$ cat config.mk
export PLATFORM = sky130hd
export DESIGN_NAME = core_support
export DESIGN_NICKNAME = d
export VERILOG_FILES = /design/src/core_support_pkg.sv /design/src/indirect_decode.sv /design/src/core_support.sv
export SDC_FILE = /design/constraint.sdc
export NUM_CORES = 1
export LEC_CHECK = 0
export BUFFER_PORTS_ARGS = -buffer_cell sky130_fd_sc_hd__buf_2
export CAP_MARGIN = 20
export CORE_UTILIZATION = 28
export CTS_CLUSTER_SIZE = 16
export DETAILED_ROUTE_END_ITERATION = 10
export PLACE_DENSITY = 0.51
export SLEW_MARGIN = 20
export SYNTH_ARGS = -nofsm -noshare
export SYNTH_HDL_FRONTEND = slang
export SYNTH_HIERARCHICAL = 1
export SYNTH_SLANG_ARGS = --single-unit
export TNS_END_PERCENT = 1
$ cat constraint.sdc
create_clock -name sys_clk -period 4.2 [get_ports sys_clk]
set_clock_uncertainty 0.15 [all_clocks]
set_input_delay 0.63 -clock sys_clk [delete_from_list [all_inputs] [get_ports sys_clk]]
set_output_delay 0.63 -clock sys_clk [all_outputs]
set_load 0.05 [all_outputs]
$ cat src/core_support_pkg.sv
package core_support_pkg;
  localparam int STACK_DEPTH = 16;
  localparam int PC_W = 15;
  localparam int SP_W = 5;
  localparam logic [4:0] SP_RESET = 5'h1F;
  localparam logic [4:0] SP_TOP = 5'h0F;
  localparam logic [4:0] SP_EMPTY = 5'h1F;
  // register byte offsets (axi4-lite)
  localparam logic [7:0] REG_STACK_POINTER = 8'h00;
  localparam logic [7:0] REG_TOS_LOW = 8'h04;
  localparam logic [7:0] REG_TOS_HIGH = 8'h08;
  localparam logic [7:0] REG_CONTROL = 8'h0C;
  localparam logic [7:0] REG_STATUS = 8'h10;
  localparam int CTRL_FAULT_RESET_BIT = 0;
  localparam int STAT_OVF_BIT = 0;
  localparam int STAT_UNF_BIT = 1;
  localparam logic [1:0] RESP_OKAY = 2'h0;
  localparam logic [1:0] RESP_SLVERR = 2'h2;
  // indirect address map
  localparam logic [15:0] TRAD_LAST = 16'h0FFF;
  localparam logic [15:0] LIN_BASE = 16'h2000;
  localparam logic [15:0] LIN_LAST = 16'h29AF;
  localparam logic [6:0] GPR_SPAN = 7'h50;
  localparam logic [6:0] GPR_START = 7'h20;
  localparam logic [6:0] BANK_SIZE = 7'h00;
  localparam logic [11:0] WIN0_ADDR = 12'h000;
  localparam logic [11:0] WIN1_ADDR = 12'h001;
  localparam int FLASH_BIT = 15;
  localparam int FLASH_EXTRA_CYCLES = 1;
  typedef enum logic [1:0] {IDLE, DATA, FLASH_WAIT, DONE} ind_state_t;
endpackage

$ cat src/indirect_decode.sv
`timescale 1ns/1ps
module indirect_decode
  import core_support_pkg::*;
(
  input wire logic [15:0] ptr, // file_select_pointer
  output logic is_flash, // flash region
  output logic is_window, // points at a window register
  output logic is_mapped, // data or linear hit
  output logic [11:0] data_addr, // absolute data address
  output logic [14:0] flash_addr // flash word address
);
  logic [15:0] off;
  logic [5:0] bank;
  logic [6:0] rem;
  always_comb
  begin
    off = ptr - LIN_BASE;
    bank = 6'(off / 16'(GPR_SPAN));
    rem = 7'(off % 16'(GPR_SPAN));
    is_flash = ptr[FLASH_BIT];
    flash_addr = ptr[14:0];
    is_window = 1'b0;
    is_mapped = 1'b0;
    data_addr = 12'h000;
    if (!ptr[FLASH_BIT] && ptr <= TRAD_LAST)
    begin
      data_addr = ptr[11:0];
      is_mapped = 1'b1;
    end
    else if (!ptr[FLASH_BIT] && ptr >= LIN_BASE && ptr <= LIN_LAST)
    begin
      // bank stride 128; common bytes 70h..7Fh never reached
      data_addr = {bank[4:0], rem + GPR_START};
      is_mapped = 1'b1;
    end
    is_window = is_mapped && (data_addr == WIN0_ADDR || data_addr == WIN1_ADDR);
  end
endmodule

$ cat src/core_support.sv
`timescale 1ns/1ps
// Behaviour
// - stack pointer selects entry shown through top-of-stack registers
// - top of stack is readable/writable high and low registers, 15 bits
// - stack pointer is five bits wide for fault detection
// - calls and interrupts increment pointer; returns decrement it
// - push increments then stores; pop restores then decrements
// - pointer always addresses most recently used entry
// - with fault reset enabled, overflow or underflow resets and flags
// - window access redirects to pointer address; window holds nothing
// - pointer at a window register reads zero, write suppressed
// - pointer is high byte concatenated with low byte
// - pointer 0x000-0xFFF maps to absolute data addresses
// - pointer 0x2000-0x29AF is linear concatenated 80-byte bank RAM
// - unimplemented locations read 0x00 through the window
// - linear view excludes the 16 common bytes
// - pointer msb selects flash word; read returns low eight bits
// - indirect writes to flash region never modify flash
// - flash region access takes one extra instruction cycle
// - stack holds sixteen 15-bit entries apart from memory spaces
// - without fault reset the stack wraps circularly
// - overflow and underflow flags set regardless of fault reset
module core_support
  import core_support_pkg::*;
(
  input wire logic sys_clk, // core clock
  input wire logic nrst, // async reset, low
  input wire logic push_req, // call, indexed call or interrupt
  input wire logic pop_req, // return of any kind
  input wire logic [14:0] push_pc, // pc to store
  output logic [14:0] pop_pc, // restored pc, valid with pop_valid
  output logic pop_valid, // pulse after pop
  output logic stack_fault_reset, // pulse: device reset request
  input wire logic ind_req, // window access strobe
  input wire logic ind_write, // 1 write, 0 read
  input wire logic [7:0] pointer_high_byte, // pointer high
  input wire logic [7:0] pointer_low_byte, // pointer low
  input wire logic [7:0] ind_wdata, // write data
  output logic [7:0] ind_rdata, // read data
  output logic ind_done, // pulse: access complete
  output logic mem_we, // data memory write strobe
  output logic mem_re, // data memory read strobe
  output logic [11:0] mem_addr, // data memory address
  output logic [7:0] mem_wdata, // data memory write data
  input wire logic [7:0] mem_rdata, // data memory read data, valid in strobe cycle
  output logic flash_re, // flash read strobe
  output logic [14:0] flash_addr, // flash word address
  input wire logic [13:0] flash_rdata, // flash word, valid in strobe cycle
  input wire logic [31:0] s_axi_awaddr, // axi write address
  input wire logic s_axi_awvalid, // axi
  output logic s_axi_awready, // axi
  input wire logic [31:0] s_axi_wdata, // axi
  input wire logic [3:0] s_axi_wstrb, // axi
  input wire logic s_axi_wvalid, // axi
  output logic s_axi_wready, // axi
  output logic [1:0] s_axi_bresp, // axi
  output logic s_axi_bvalid, // axi
  input wire logic s_axi_bready, // axi
  input wire logic [31:0] s_axi_araddr, // axi
  input wire logic s_axi_arvalid, // axi
  output logic s_axi_arready, // axi
  output logic [31:0] s_axi_rdata, // axi
  output logic [1:0] s_axi_rresp, // axi
  output logic s_axi_rvalid, // axi
  input wire logic s_axi_rready // axi
);
  import core_support_pkg::*;

  logic [PC_W-1:0] stack_mem [STACK_DEPTH];
  logic [4:0] stack_pointer_r;
  logic fault_reset_en_r, ovf_r, unf_r;
  logic [4:0] sp_inc, sp_dec;
  logic push_ovf, pop_unf;
  logic [14:0] top_of_stack, dec_faddr;
  logic [7:0] aw_addr_r;
  logic aw_have_r, w_have_r;
  logic [31:0] w_data_r;
  logic [3:0] w_strb_r;
  logic wr_fire, wr_sp, wr_tos_lo, wr_tos_hi;
  logic clr_ovf, clr_unf;
  ind_state_t ind_state_r;
  logic [15:0] ptr;
  logic dec_flash, dec_window, dec_mapped;
  logic [11:0] dec_addr;

  // 5-bit wrap: 1Fh is empty, so first push lands at entry 0
  assign sp_inc = stack_pointer_r + 5'h01;
  assign sp_dec = stack_pointer_r - 5'h01;
  assign push_ovf = push_req && (stack_pointer_r == SP_TOP);
  // a push in the same cycle wins, so the pop never faults then
  assign pop_unf = pop_req && !push_req && (stack_pointer_r == SP_EMPTY);
  assign top_of_stack = stack_mem[stack_pointer_r[3:0]];

  function automatic logic lane_hit(input logic [7:0] a, input logic [7:0] reg_off);
    lane_hit = (a[7:2] == reg_off[7:2]);
  endfunction

  assign wr_fire = aw_have_r && w_have_r && !s_axi_bvalid;
  assign wr_sp = wr_fire && lane_hit(aw_addr_r, REG_STACK_POINTER) && w_strb_r[0];
  assign wr_tos_lo = wr_fire && lane_hit(aw_addr_r, REG_TOS_LOW) && w_strb_r[0];
  assign wr_tos_hi = wr_fire && lane_hit(aw_addr_r, REG_TOS_HIGH) && w_strb_r[0];
  assign clr_ovf = wr_fire && lane_hit(aw_addr_r, REG_STATUS) && w_strb_r[0]
    && w_data_r[STAT_OVF_BIT];
  assign clr_unf = wr_fire && lane_hit(aw_addr_r, REG_STATUS) && w_strb_r[0]
    && w_data_r[STAT_UNF_BIT];

  // stack pointer: core push/pop win over a software write in the same cycle
  always_ff @(posedge sys_clk or negedge nrst)
  begin
    if (!nrst)
      stack_pointer_r <= SP_RESET;
    else if ((push_ovf || pop_unf) && fault_reset_en_r)
      stack_pointer_r <= SP_RESET;
    else if (push_req)
      stack_pointer_r <= {1'b0, sp_inc[3:0]};
    else if (pop_req)
      stack_pointer_r <= sp_dec;
    else if (wr_sp)
      stack_pointer_r <= w_data_r[4:0];
  end

  // storage: no reset, contents are undefined at power-up
  always_ff @(posedge sys_clk)
  begin
    if (push_req)
      stack_mem[sp_inc[3:0]] <= push_pc;
    else if (wr_tos_lo)
      stack_mem[stack_pointer_r[3:0]][7:0] <= w_data_r[7:0];
    else if (wr_tos_hi)
      stack_mem[stack_pointer_r[3:0]][14:8] <= w_data_r[6:0];
  end

  // pop presents the entry read before the pointer moves
  always_ff @(posedge sys_clk or negedge nrst)
  begin
    if (!nrst)
    begin
      pop_pc <= 15'h0000;
      pop_valid <= 1'b0;
    end
    else
    begin
      pop_valid <= pop_req && !push_req;
      if (pop_req)
        pop_pc <= top_of_stack;
    end
  end

  // flags sticky; hardware set wins over software clear
  always_ff @(posedge sys_clk or negedge nrst)
  begin
    if (!nrst)
    begin
      ovf_r <= 1'b0;
      unf_r <= 1'b0;
      stack_fault_reset <= 1'b0;
    end
    else
    begin
      if (push_ovf)
        ovf_r <= 1'b1;
      else if (clr_ovf)
        ovf_r <= 1'b0;
      if (pop_unf && !push_req)
        unf_r <= 1'b1;
      else if (clr_unf)
        unf_r <= 1'b0;
      stack_fault_reset <= fault_reset_en_r && (push_ovf || (pop_unf && !push_req));
    end
  end

  // fault reset enable stands in for the configuration bit, default enabled
  always_ff @(posedge sys_clk or negedge nrst)
  begin
    if (!nrst)
      fault_reset_en_r <= 1'b1;
    else if (wr_fire && lane_hit(aw_addr_r, REG_CONTROL) && w_strb_r[0])
      fault_reset_en_r <= w_data_r[CTRL_FAULT_RESET_BIT];
  end

  // axi write channel: address and data taken in either order
  always_ff @(posedge sys_clk or negedge nrst)
  begin
    if (!nrst)
    begin
      aw_have_r <= 1'b0;
      w_have_r <= 1'b0;
      aw_addr_r <= 8'h00;
      w_data_r <= 32'h0000_0000;
      w_strb_r <= 4'h0;
      s_axi_awready <= 1'b1;
      s_axi_wready <= 1'b1;
      s_axi_bvalid <= 1'b0;
      s_axi_bresp <= RESP_OKAY;
    end
    else
    begin
      if (s_axi_awvalid && s_axi_awready)
      begin
        aw_have_r <= 1'b1;
        aw_addr_r <= s_axi_awaddr[7:0];
        s_axi_awready <= 1'b0;
      end
      if (s_axi_wvalid && s_axi_wready)
      begin
        w_have_r <= 1'b1;
        w_data_r <= s_axi_wdata;
        w_strb_r <= s_axi_wstrb;
        s_axi_wready <= 1'b0;
      end
      if (wr_fire)
      begin
        s_axi_bvalid <= 1'b1;
        s_axi_bresp <= (aw_addr_r > REG_STATUS + 8'h03) ? RESP_SLVERR : RESP_OKAY;
        aw_have_r <= 1'b0;
        w_have_r <= 1'b0;
      end
      if (s_axi_bvalid && s_axi_bready)
      begin
        s_axi_bvalid <= 1'b0;
        s_axi_awready <= 1'b1;
        s_axi_wready <= 1'b1;
      end
    end
  end

  // axi read channel
  always_ff @(posedge sys_clk or negedge nrst)
  begin
    if (!nrst)
    begin
      s_axi_arready <= 1'b1;
      s_axi_rvalid <= 1'b0;
      s_axi_rdata <= 32'h0000_0000;
      s_axi_rresp <= RESP_OKAY;
    end
    else if (s_axi_arvalid && s_axi_arready)
    begin
      s_axi_arready <= 1'b0;
      s_axi_rvalid <= 1'b1;
      s_axi_rresp <= (s_axi_araddr[7:0] > REG_STATUS + 8'h03) ? RESP_SLVERR : RESP_OKAY;
      case (s_axi_araddr[7:2])
        REG_STACK_POINTER[7:2]: s_axi_rdata <= {27'h0, stack_pointer_r};
        REG_TOS_LOW[7:2]: s_axi_rdata <= {24'h0, top_of_stack[7:0]};
        REG_TOS_HIGH[7:2]: s_axi_rdata <= {25'h0, top_of_stack[14:8]};
        REG_CONTROL[7:2]: s_axi_rdata <= {31'h0, fault_reset_en_r};
        REG_STATUS[7:2]: s_axi_rdata <= {30'h0, unf_r, ovf_r};
        default: s_axi_rdata <= 32'h0000_0000;
      endcase
    end
    else if (s_axi_rvalid && s_axi_rready)
    begin
      s_axi_rvalid <= 1'b0;
      s_axi_arready <= 1'b1;
    end
  end

  assign ptr = {pointer_high_byte, pointer_low_byte};
  indirect_decode indirect_decode_inst (
    .ptr(ptr),
    .is_flash(dec_flash),
    .is_window(dec_window),
    .is_mapped(dec_mapped),
    .data_addr(dec_addr),
    .flash_addr(dec_faddr)
  );

  // indirect access: data takes 2 cycles to done, flash one more
  always_ff @(posedge sys_clk or negedge nrst)
  begin
    if (!nrst)
    begin
      ind_state_r <= IDLE;
      ind_done <= 1'b0;
      ind_rdata <= 8'h00;
      mem_we <= 1'b0;
      mem_re <= 1'b0;
      mem_addr <= 12'h000;
      mem_wdata <= 8'h00;
      flash_re <= 1'b0;
      flash_addr <= 15'h0000;
    end
    else
    begin
      mem_we <= 1'b0;
      mem_re <= 1'b0;
      flash_re <= 1'b0;
      ind_done <= 1'b0;
      case (ind_state_r)
        IDLE:
          if (ind_req)
          begin
            mem_addr <= dec_addr;
            mem_wdata <= ind_wdata;
            flash_addr <= dec_faddr;
            ind_rdata <= 8'h00;
            if (dec_flash)
            begin
              flash_re <= !ind_write;
              ind_state_r <= FLASH_WAIT;
            end
            else
            begin
              mem_we <= ind_write && dec_mapped && !dec_window;
              mem_re <= !ind_write && dec_mapped && !dec_window;
              ind_state_r <= DATA;
            end
          end
        DATA:
        begin
          if (mem_re)
            ind_rdata <= mem_rdata;
          ind_done <= 1'b1;
          ind_state_r <= IDLE;
        end
        FLASH_WAIT:
        begin
          if (flash_re)
            ind_rdata <= flash_rdata[7:0];
          ind_state_r <= DONE;
        end
        DONE:
        begin
          ind_done <= 1'b1;
          ind_state_r <= IDLE;
        end
        default: ind_state_r <= IDLE;
      endcase
    end
  end

  push_inc_a: assert property (@(posedge sys_clk) disable iff (!nrst)
    push_req && !push_ovf |=> stack_pointer_r == $past(sp_inc) % 5'h10)
    else $error("push did not increment pointer");
  pop_dec_a: assert property (@(posedge sys_clk) disable iff (!nrst)
    pop_req && !push_req && !pop_unf |=> stack_pointer_r == $past(sp_dec))
    else $error("pop did not decrement pointer");
  push_store_a: assert property (@(posedge sys_clk) disable iff (!nrst)
    push_req && !push_ovf |=> top_of_stack == $past(push_pc))
    else $error("pushed pc not at top");
  pop_value_a: assert property (@(posedge sys_clk) disable iff (!nrst)
    pop_req && !push_req |=> pop_valid && pop_pc == $past(top_of_stack))
    else $error("pop value wrong");
  fault_reset_a: assert property (@(posedge sys_clk) disable iff (!nrst)
    push_ovf && fault_reset_en_r |=> stack_fault_reset && ovf_r)
    else $error("overflow reset missing");
  wrap_a: assert property (@(posedge sys_clk) disable iff (!nrst)
    push_ovf && !fault_reset_en_r |=> stack_pointer_r == 5'h00 && !stack_fault_reset)
    else $error("stack did not wrap");
  unf_flag_a: assert property (@(posedge sys_clk) disable iff (!nrst)
    pop_unf && !push_req |=> unf_r)
    else $error("underflow flag not set");
  window_block_a: assert property (@(posedge sys_clk) disable iff (!nrst)
    ind_state_r == IDLE && ind_req && dec_window |=> !mem_we && !mem_re)
    else $error("window self access not blocked");
  flash_nowrite_a: assert property (@(posedge sys_clk) disable iff (!nrst)
    ind_state_r == IDLE && ind_req && dec_flash |=> !mem_we)
    else $error("flash region write leaked");
  flash_extra_a: assert property (@(posedge sys_clk) disable iff (!nrst)
    ind_state_r == IDLE && ind_req && dec_flash |=> !ind_done ##1 !ind_done ##1 ind_done)
    else $error("flash timing wrong");
  data_time_a: assert property (@(posedge sys_clk) disable iff (!nrst)
    ind_state_r == IDLE && ind_req && !dec_flash |=> !ind_done ##1 ind_done)
    else $error("data timing wrong");
  cov_push_c: cover property (@(posedge sys_clk) disable iff (!nrst) push_req ##1 pop_req);
  cov_ovf_c: cover property (@(posedge sys_clk) disable iff (!nrst) push_ovf);
  cov_flash_c: cover property (@(posedge sys_clk) disable iff (!nrst) flash_re);
endmodule

==> results_dict.tcl <==
set metrics [dict create \
    start_util_pct 28.6 \
    grt_max_degree 84 \
    placedCellCount 2176 \
    worstReg2RegStart "s_axi_bvalid$_DFFE_PN0P_" \
    grt_pass1_vias 11500 \
    seqCellArea_um2 9870 \
    clockPowerShare_pct 26.3 \
    clock_sinks 346 \
    status "complete, but fails checks" \
    path_common_cell "or4_4" \
    worst_hold_slack_ns 0.0525 \
    synth_seq_cells 346 \
    ys_types 101 \
    drv_slew 0 \
    netSwitchingPower_mw 5.50 \
    rsz0062_at_grt "yes" \
    period_share_pct 134 \
    wl_per_cell_um 20.5 \
    root_buffer "clkbuf_16" \
    critPathRequiredTime_ns 4.47 \
    final_cells 2282 \
    die_x_um 246 \
    first_pass_iters 5 \
    p_leak_nw 8.16 \
    fin_area_um2 21100 \
    async_flop_share_pct 30.6 \
    grt_usage_pct 15.5 \
    whs_path_depth 2 \
    relSlewSlack_pct 35.5 \
    min_period_ns 5.61 \
    synth_fa_ha_area_share_pct 0.782 \
    ys_warn_count 6 \
    synth-xor-area-share_pct 0.564 \
    fmax_mhz 178 \
    critPathArrivalTime_ns 5.88 \
    seq_power_share_pct 33.4 \
    place_hpwl_mm 33.7 \
    worstHoldStart "s_axi_arvalid" \
    drc 0 \
    vias 11100 \
    multi_input_area_um2 6490 \
    tns_ns -9.15 \
    drtIter0Drc 938 \
    hold-path-endpoint "s_axi_arready$_DFFE_PN1P_" \
    slowest_stage "or4_4" \
    path_clk_slew_ns 0.06 \
    cts_buffers 40 \
    fp.dieH_um 246 \
    seq_area_frac_synth_pct 59.3 \
    fin_nets 1667 \
    grt_antenna_before_repair 3 \
    cts_tree "done" \
    p_int_mw 8.83 \
    fin_util_pct 36.2 \
    ant_nets 0 \
    diodes 0 \
    reg2reg_depth 5 \
    routed_wl_mm 46.7 \
    h-tree-depth 2 \
    synth-main-ff-cell "edfxtp_1" \
    synth_mux_area_share_pct 15.4 \
    syn2layout_area_growth_pct 26.6 \
    synth_area_um2 16600 \
    core_um2 58200 \
    finalSetupViolations 8 \
    grt_overflow 0 \
    final_cell_mix "240 x edfxtp_1, 162 x buf_2, 149 x buf_4, 101 x nand2_1, 97 x dfrtp_1" \
    r2r_end "stack_mem[6][5]$_DFFE_PP_" \
    synth_compound_area_share_pct 9.31 \
    via_per_inst 4.87 \
    hold_violations 0 \
    total_power_mw 14.3 \
    power.density_nw_per_um2 680 \
    hold_class "input port to flop" \
    syn_avg_cell_area_um2 13.9 \
    rows 88 \
    slowest_delay_ns 0.56 \
    io_buffers 165 \
    endpoint_kind "flop" \
    violations "negative setup slack" \
    dpl_cell_area_um2 19000 \
    synthCells 1199 \
    die_area_um2 60400 \
    synth_top_family_by_area "multiplexers" \
    comb_power_share_pct 40.3 \
    final_common_cell "edfxtp_1" \
    start_kind "input port" \
    clk_latency_ns 0.59 \
    critPathLaunch "pointer_high_byte[5]" \
    setup_ws_ns -1.41 \
    drive_above_1_share_pct 40.5 \
    clk_path_buf_depth 3 \
    place_congestion 0.824 \
    boundaryPins 277 \
    ir_drop_uv 394 \
    grt_pass1_wl_mm 70.9 \
    worstMarginPinSlew_ns 0.964 \
    switching_share_pct 38.4 \
    cp_max_fo 6 \
    n_fill_cell 5547 \
    drv_cap 0 \
    post-place-ws_ns -2.09 \
    path_class "input port to flop" \
    regToRegSetupSlack_ns 0.97 \
    synth_edf_count 240 \
    synthSimpleGateAreaFrac_pct 9.79 \
]
per-layer routing:
metal	vias to the layer above	GRT usage, %	wire length (µm)	part of all wire [%]
li1	5124	-	-	-
met1	5638	19.8	20400	44
met2	277	26.6	23100	49
met3	62	2.73	2060	4.4
met4	4	4.71	1130	2.4
met5	-	0	23	0.049
state kept, by name (all words and copies together), names as in the netlist, 2 cells and up:
name / count
pop_pc: 15
s_axi_rdata: 8
mem_addr: 12
ind_state_r: 2
stack_mem: 240
mem_wdata: 8
flash_addr: 15
w_data_r: 8
aw_addr_r: 6
stack_pointer_r: 5
ind_rdata: 8
worst max path at each step:
stage	to	slack [ns]	depth (start not counted)
after floorplan	mem_addr[4]$_DFFE_PN0P_	-1.79	24
after global placement	mem_we$_DFF_PN0_	-2.01	24
after detailed placement	mem_we$_DFF_PN0_	-2.09	24
after CTS	mem_we$_DFF_PN0_	-1.24	25
after global routing	mem_re$_DFF_PN0_	-1.67	25
final	mem_we$_DFF_PN0_	-1.41	25
critical path: cells and delay by family:
kind / cells / cell delay, ns
adder cells (fa/ha/maj): 1 / 0.17
AO/OA/AOI/OAI: 9 / 1.85
AND/OR/NAND/NOR: 9 / 2.47
buffers and inverters: 4 / 0.42
XOR/XNOR: 2 / 0.32
cells in the mapped netlist, types with 9 or more instances:
master / number / area share, %
inv_1: 41 / 0.93
buf_4: 47 / 2.1
nor4_1: 11 / 0.41
mux2_2: 66 / 4.5
nor2b_1: 12 / 0.45
a211oi_1: 12 / 0.54
edfxtp_1: 240 / 43
o21ai_0: 46 / 1.4
dfstp_2: 9 / 1.4
a21oi_1: 30 / 0.90
a22o_1: 12 / 0.63
mux4_2: 56 / 7.6
mux2i_1: 27 / 1.6
clkbuf_1: 33 / 0.74
nor2_1: 59 / 1.3
buf_2: 19 / 0.57
nand2_1: 102 / 2.3
nor3_1: 14 / 0.42
dfrtp_1: 97 / 15
nand3_1: 24 / 0.72
nand2b_1: 12 / 0.45
a31oi_1: 9 / 0.34
o211ai_1: 9 / 0.41
kinds of logic after synthesis:
kind of cell / count (synthesis)
adders and majority gates: 11
muxes: 163
AOI/OAI and AO/OA: 216
xor gates and xnor gates: 9
DFF: 346
other: 1
and+or+nand+nor: 305
buffers and inverters: 148
repair_timing:
action                     in CTS  in global routing
hold endpoints to repair       27                  0
gates cloned                    0                  0
hold buffers                    1                  0
resized for setup              44                 20
buffers inserted               26                  7
pin swaps                      40                 24
setup endpoints to repair       8                  8
cell type report:
cell class	count	share of cell area (%)
clock buffer	46	4.95
clock inverter	26	1.88
inverter	42	0.784
multi-input combinational	730	30.8
sequential	346	46.9
tap	765	4.54
timing repair buffer	327	10.1
power by group through the flow:
stage	Clock, mW	Combinational (mW)	Sequential, mW
2_1_floorplan	0	3.01	5.64
3_3_place_gp	0	5.55	4.85
3_5_place_dp	0	5.58	4.86
4_1_cts	3.86	5.77	4.80
5_1_grt	3.98	6.19	4.87
6_report	3.77	5.78	4.78
No activity file was read; power rests on OpenSTA's default activity.
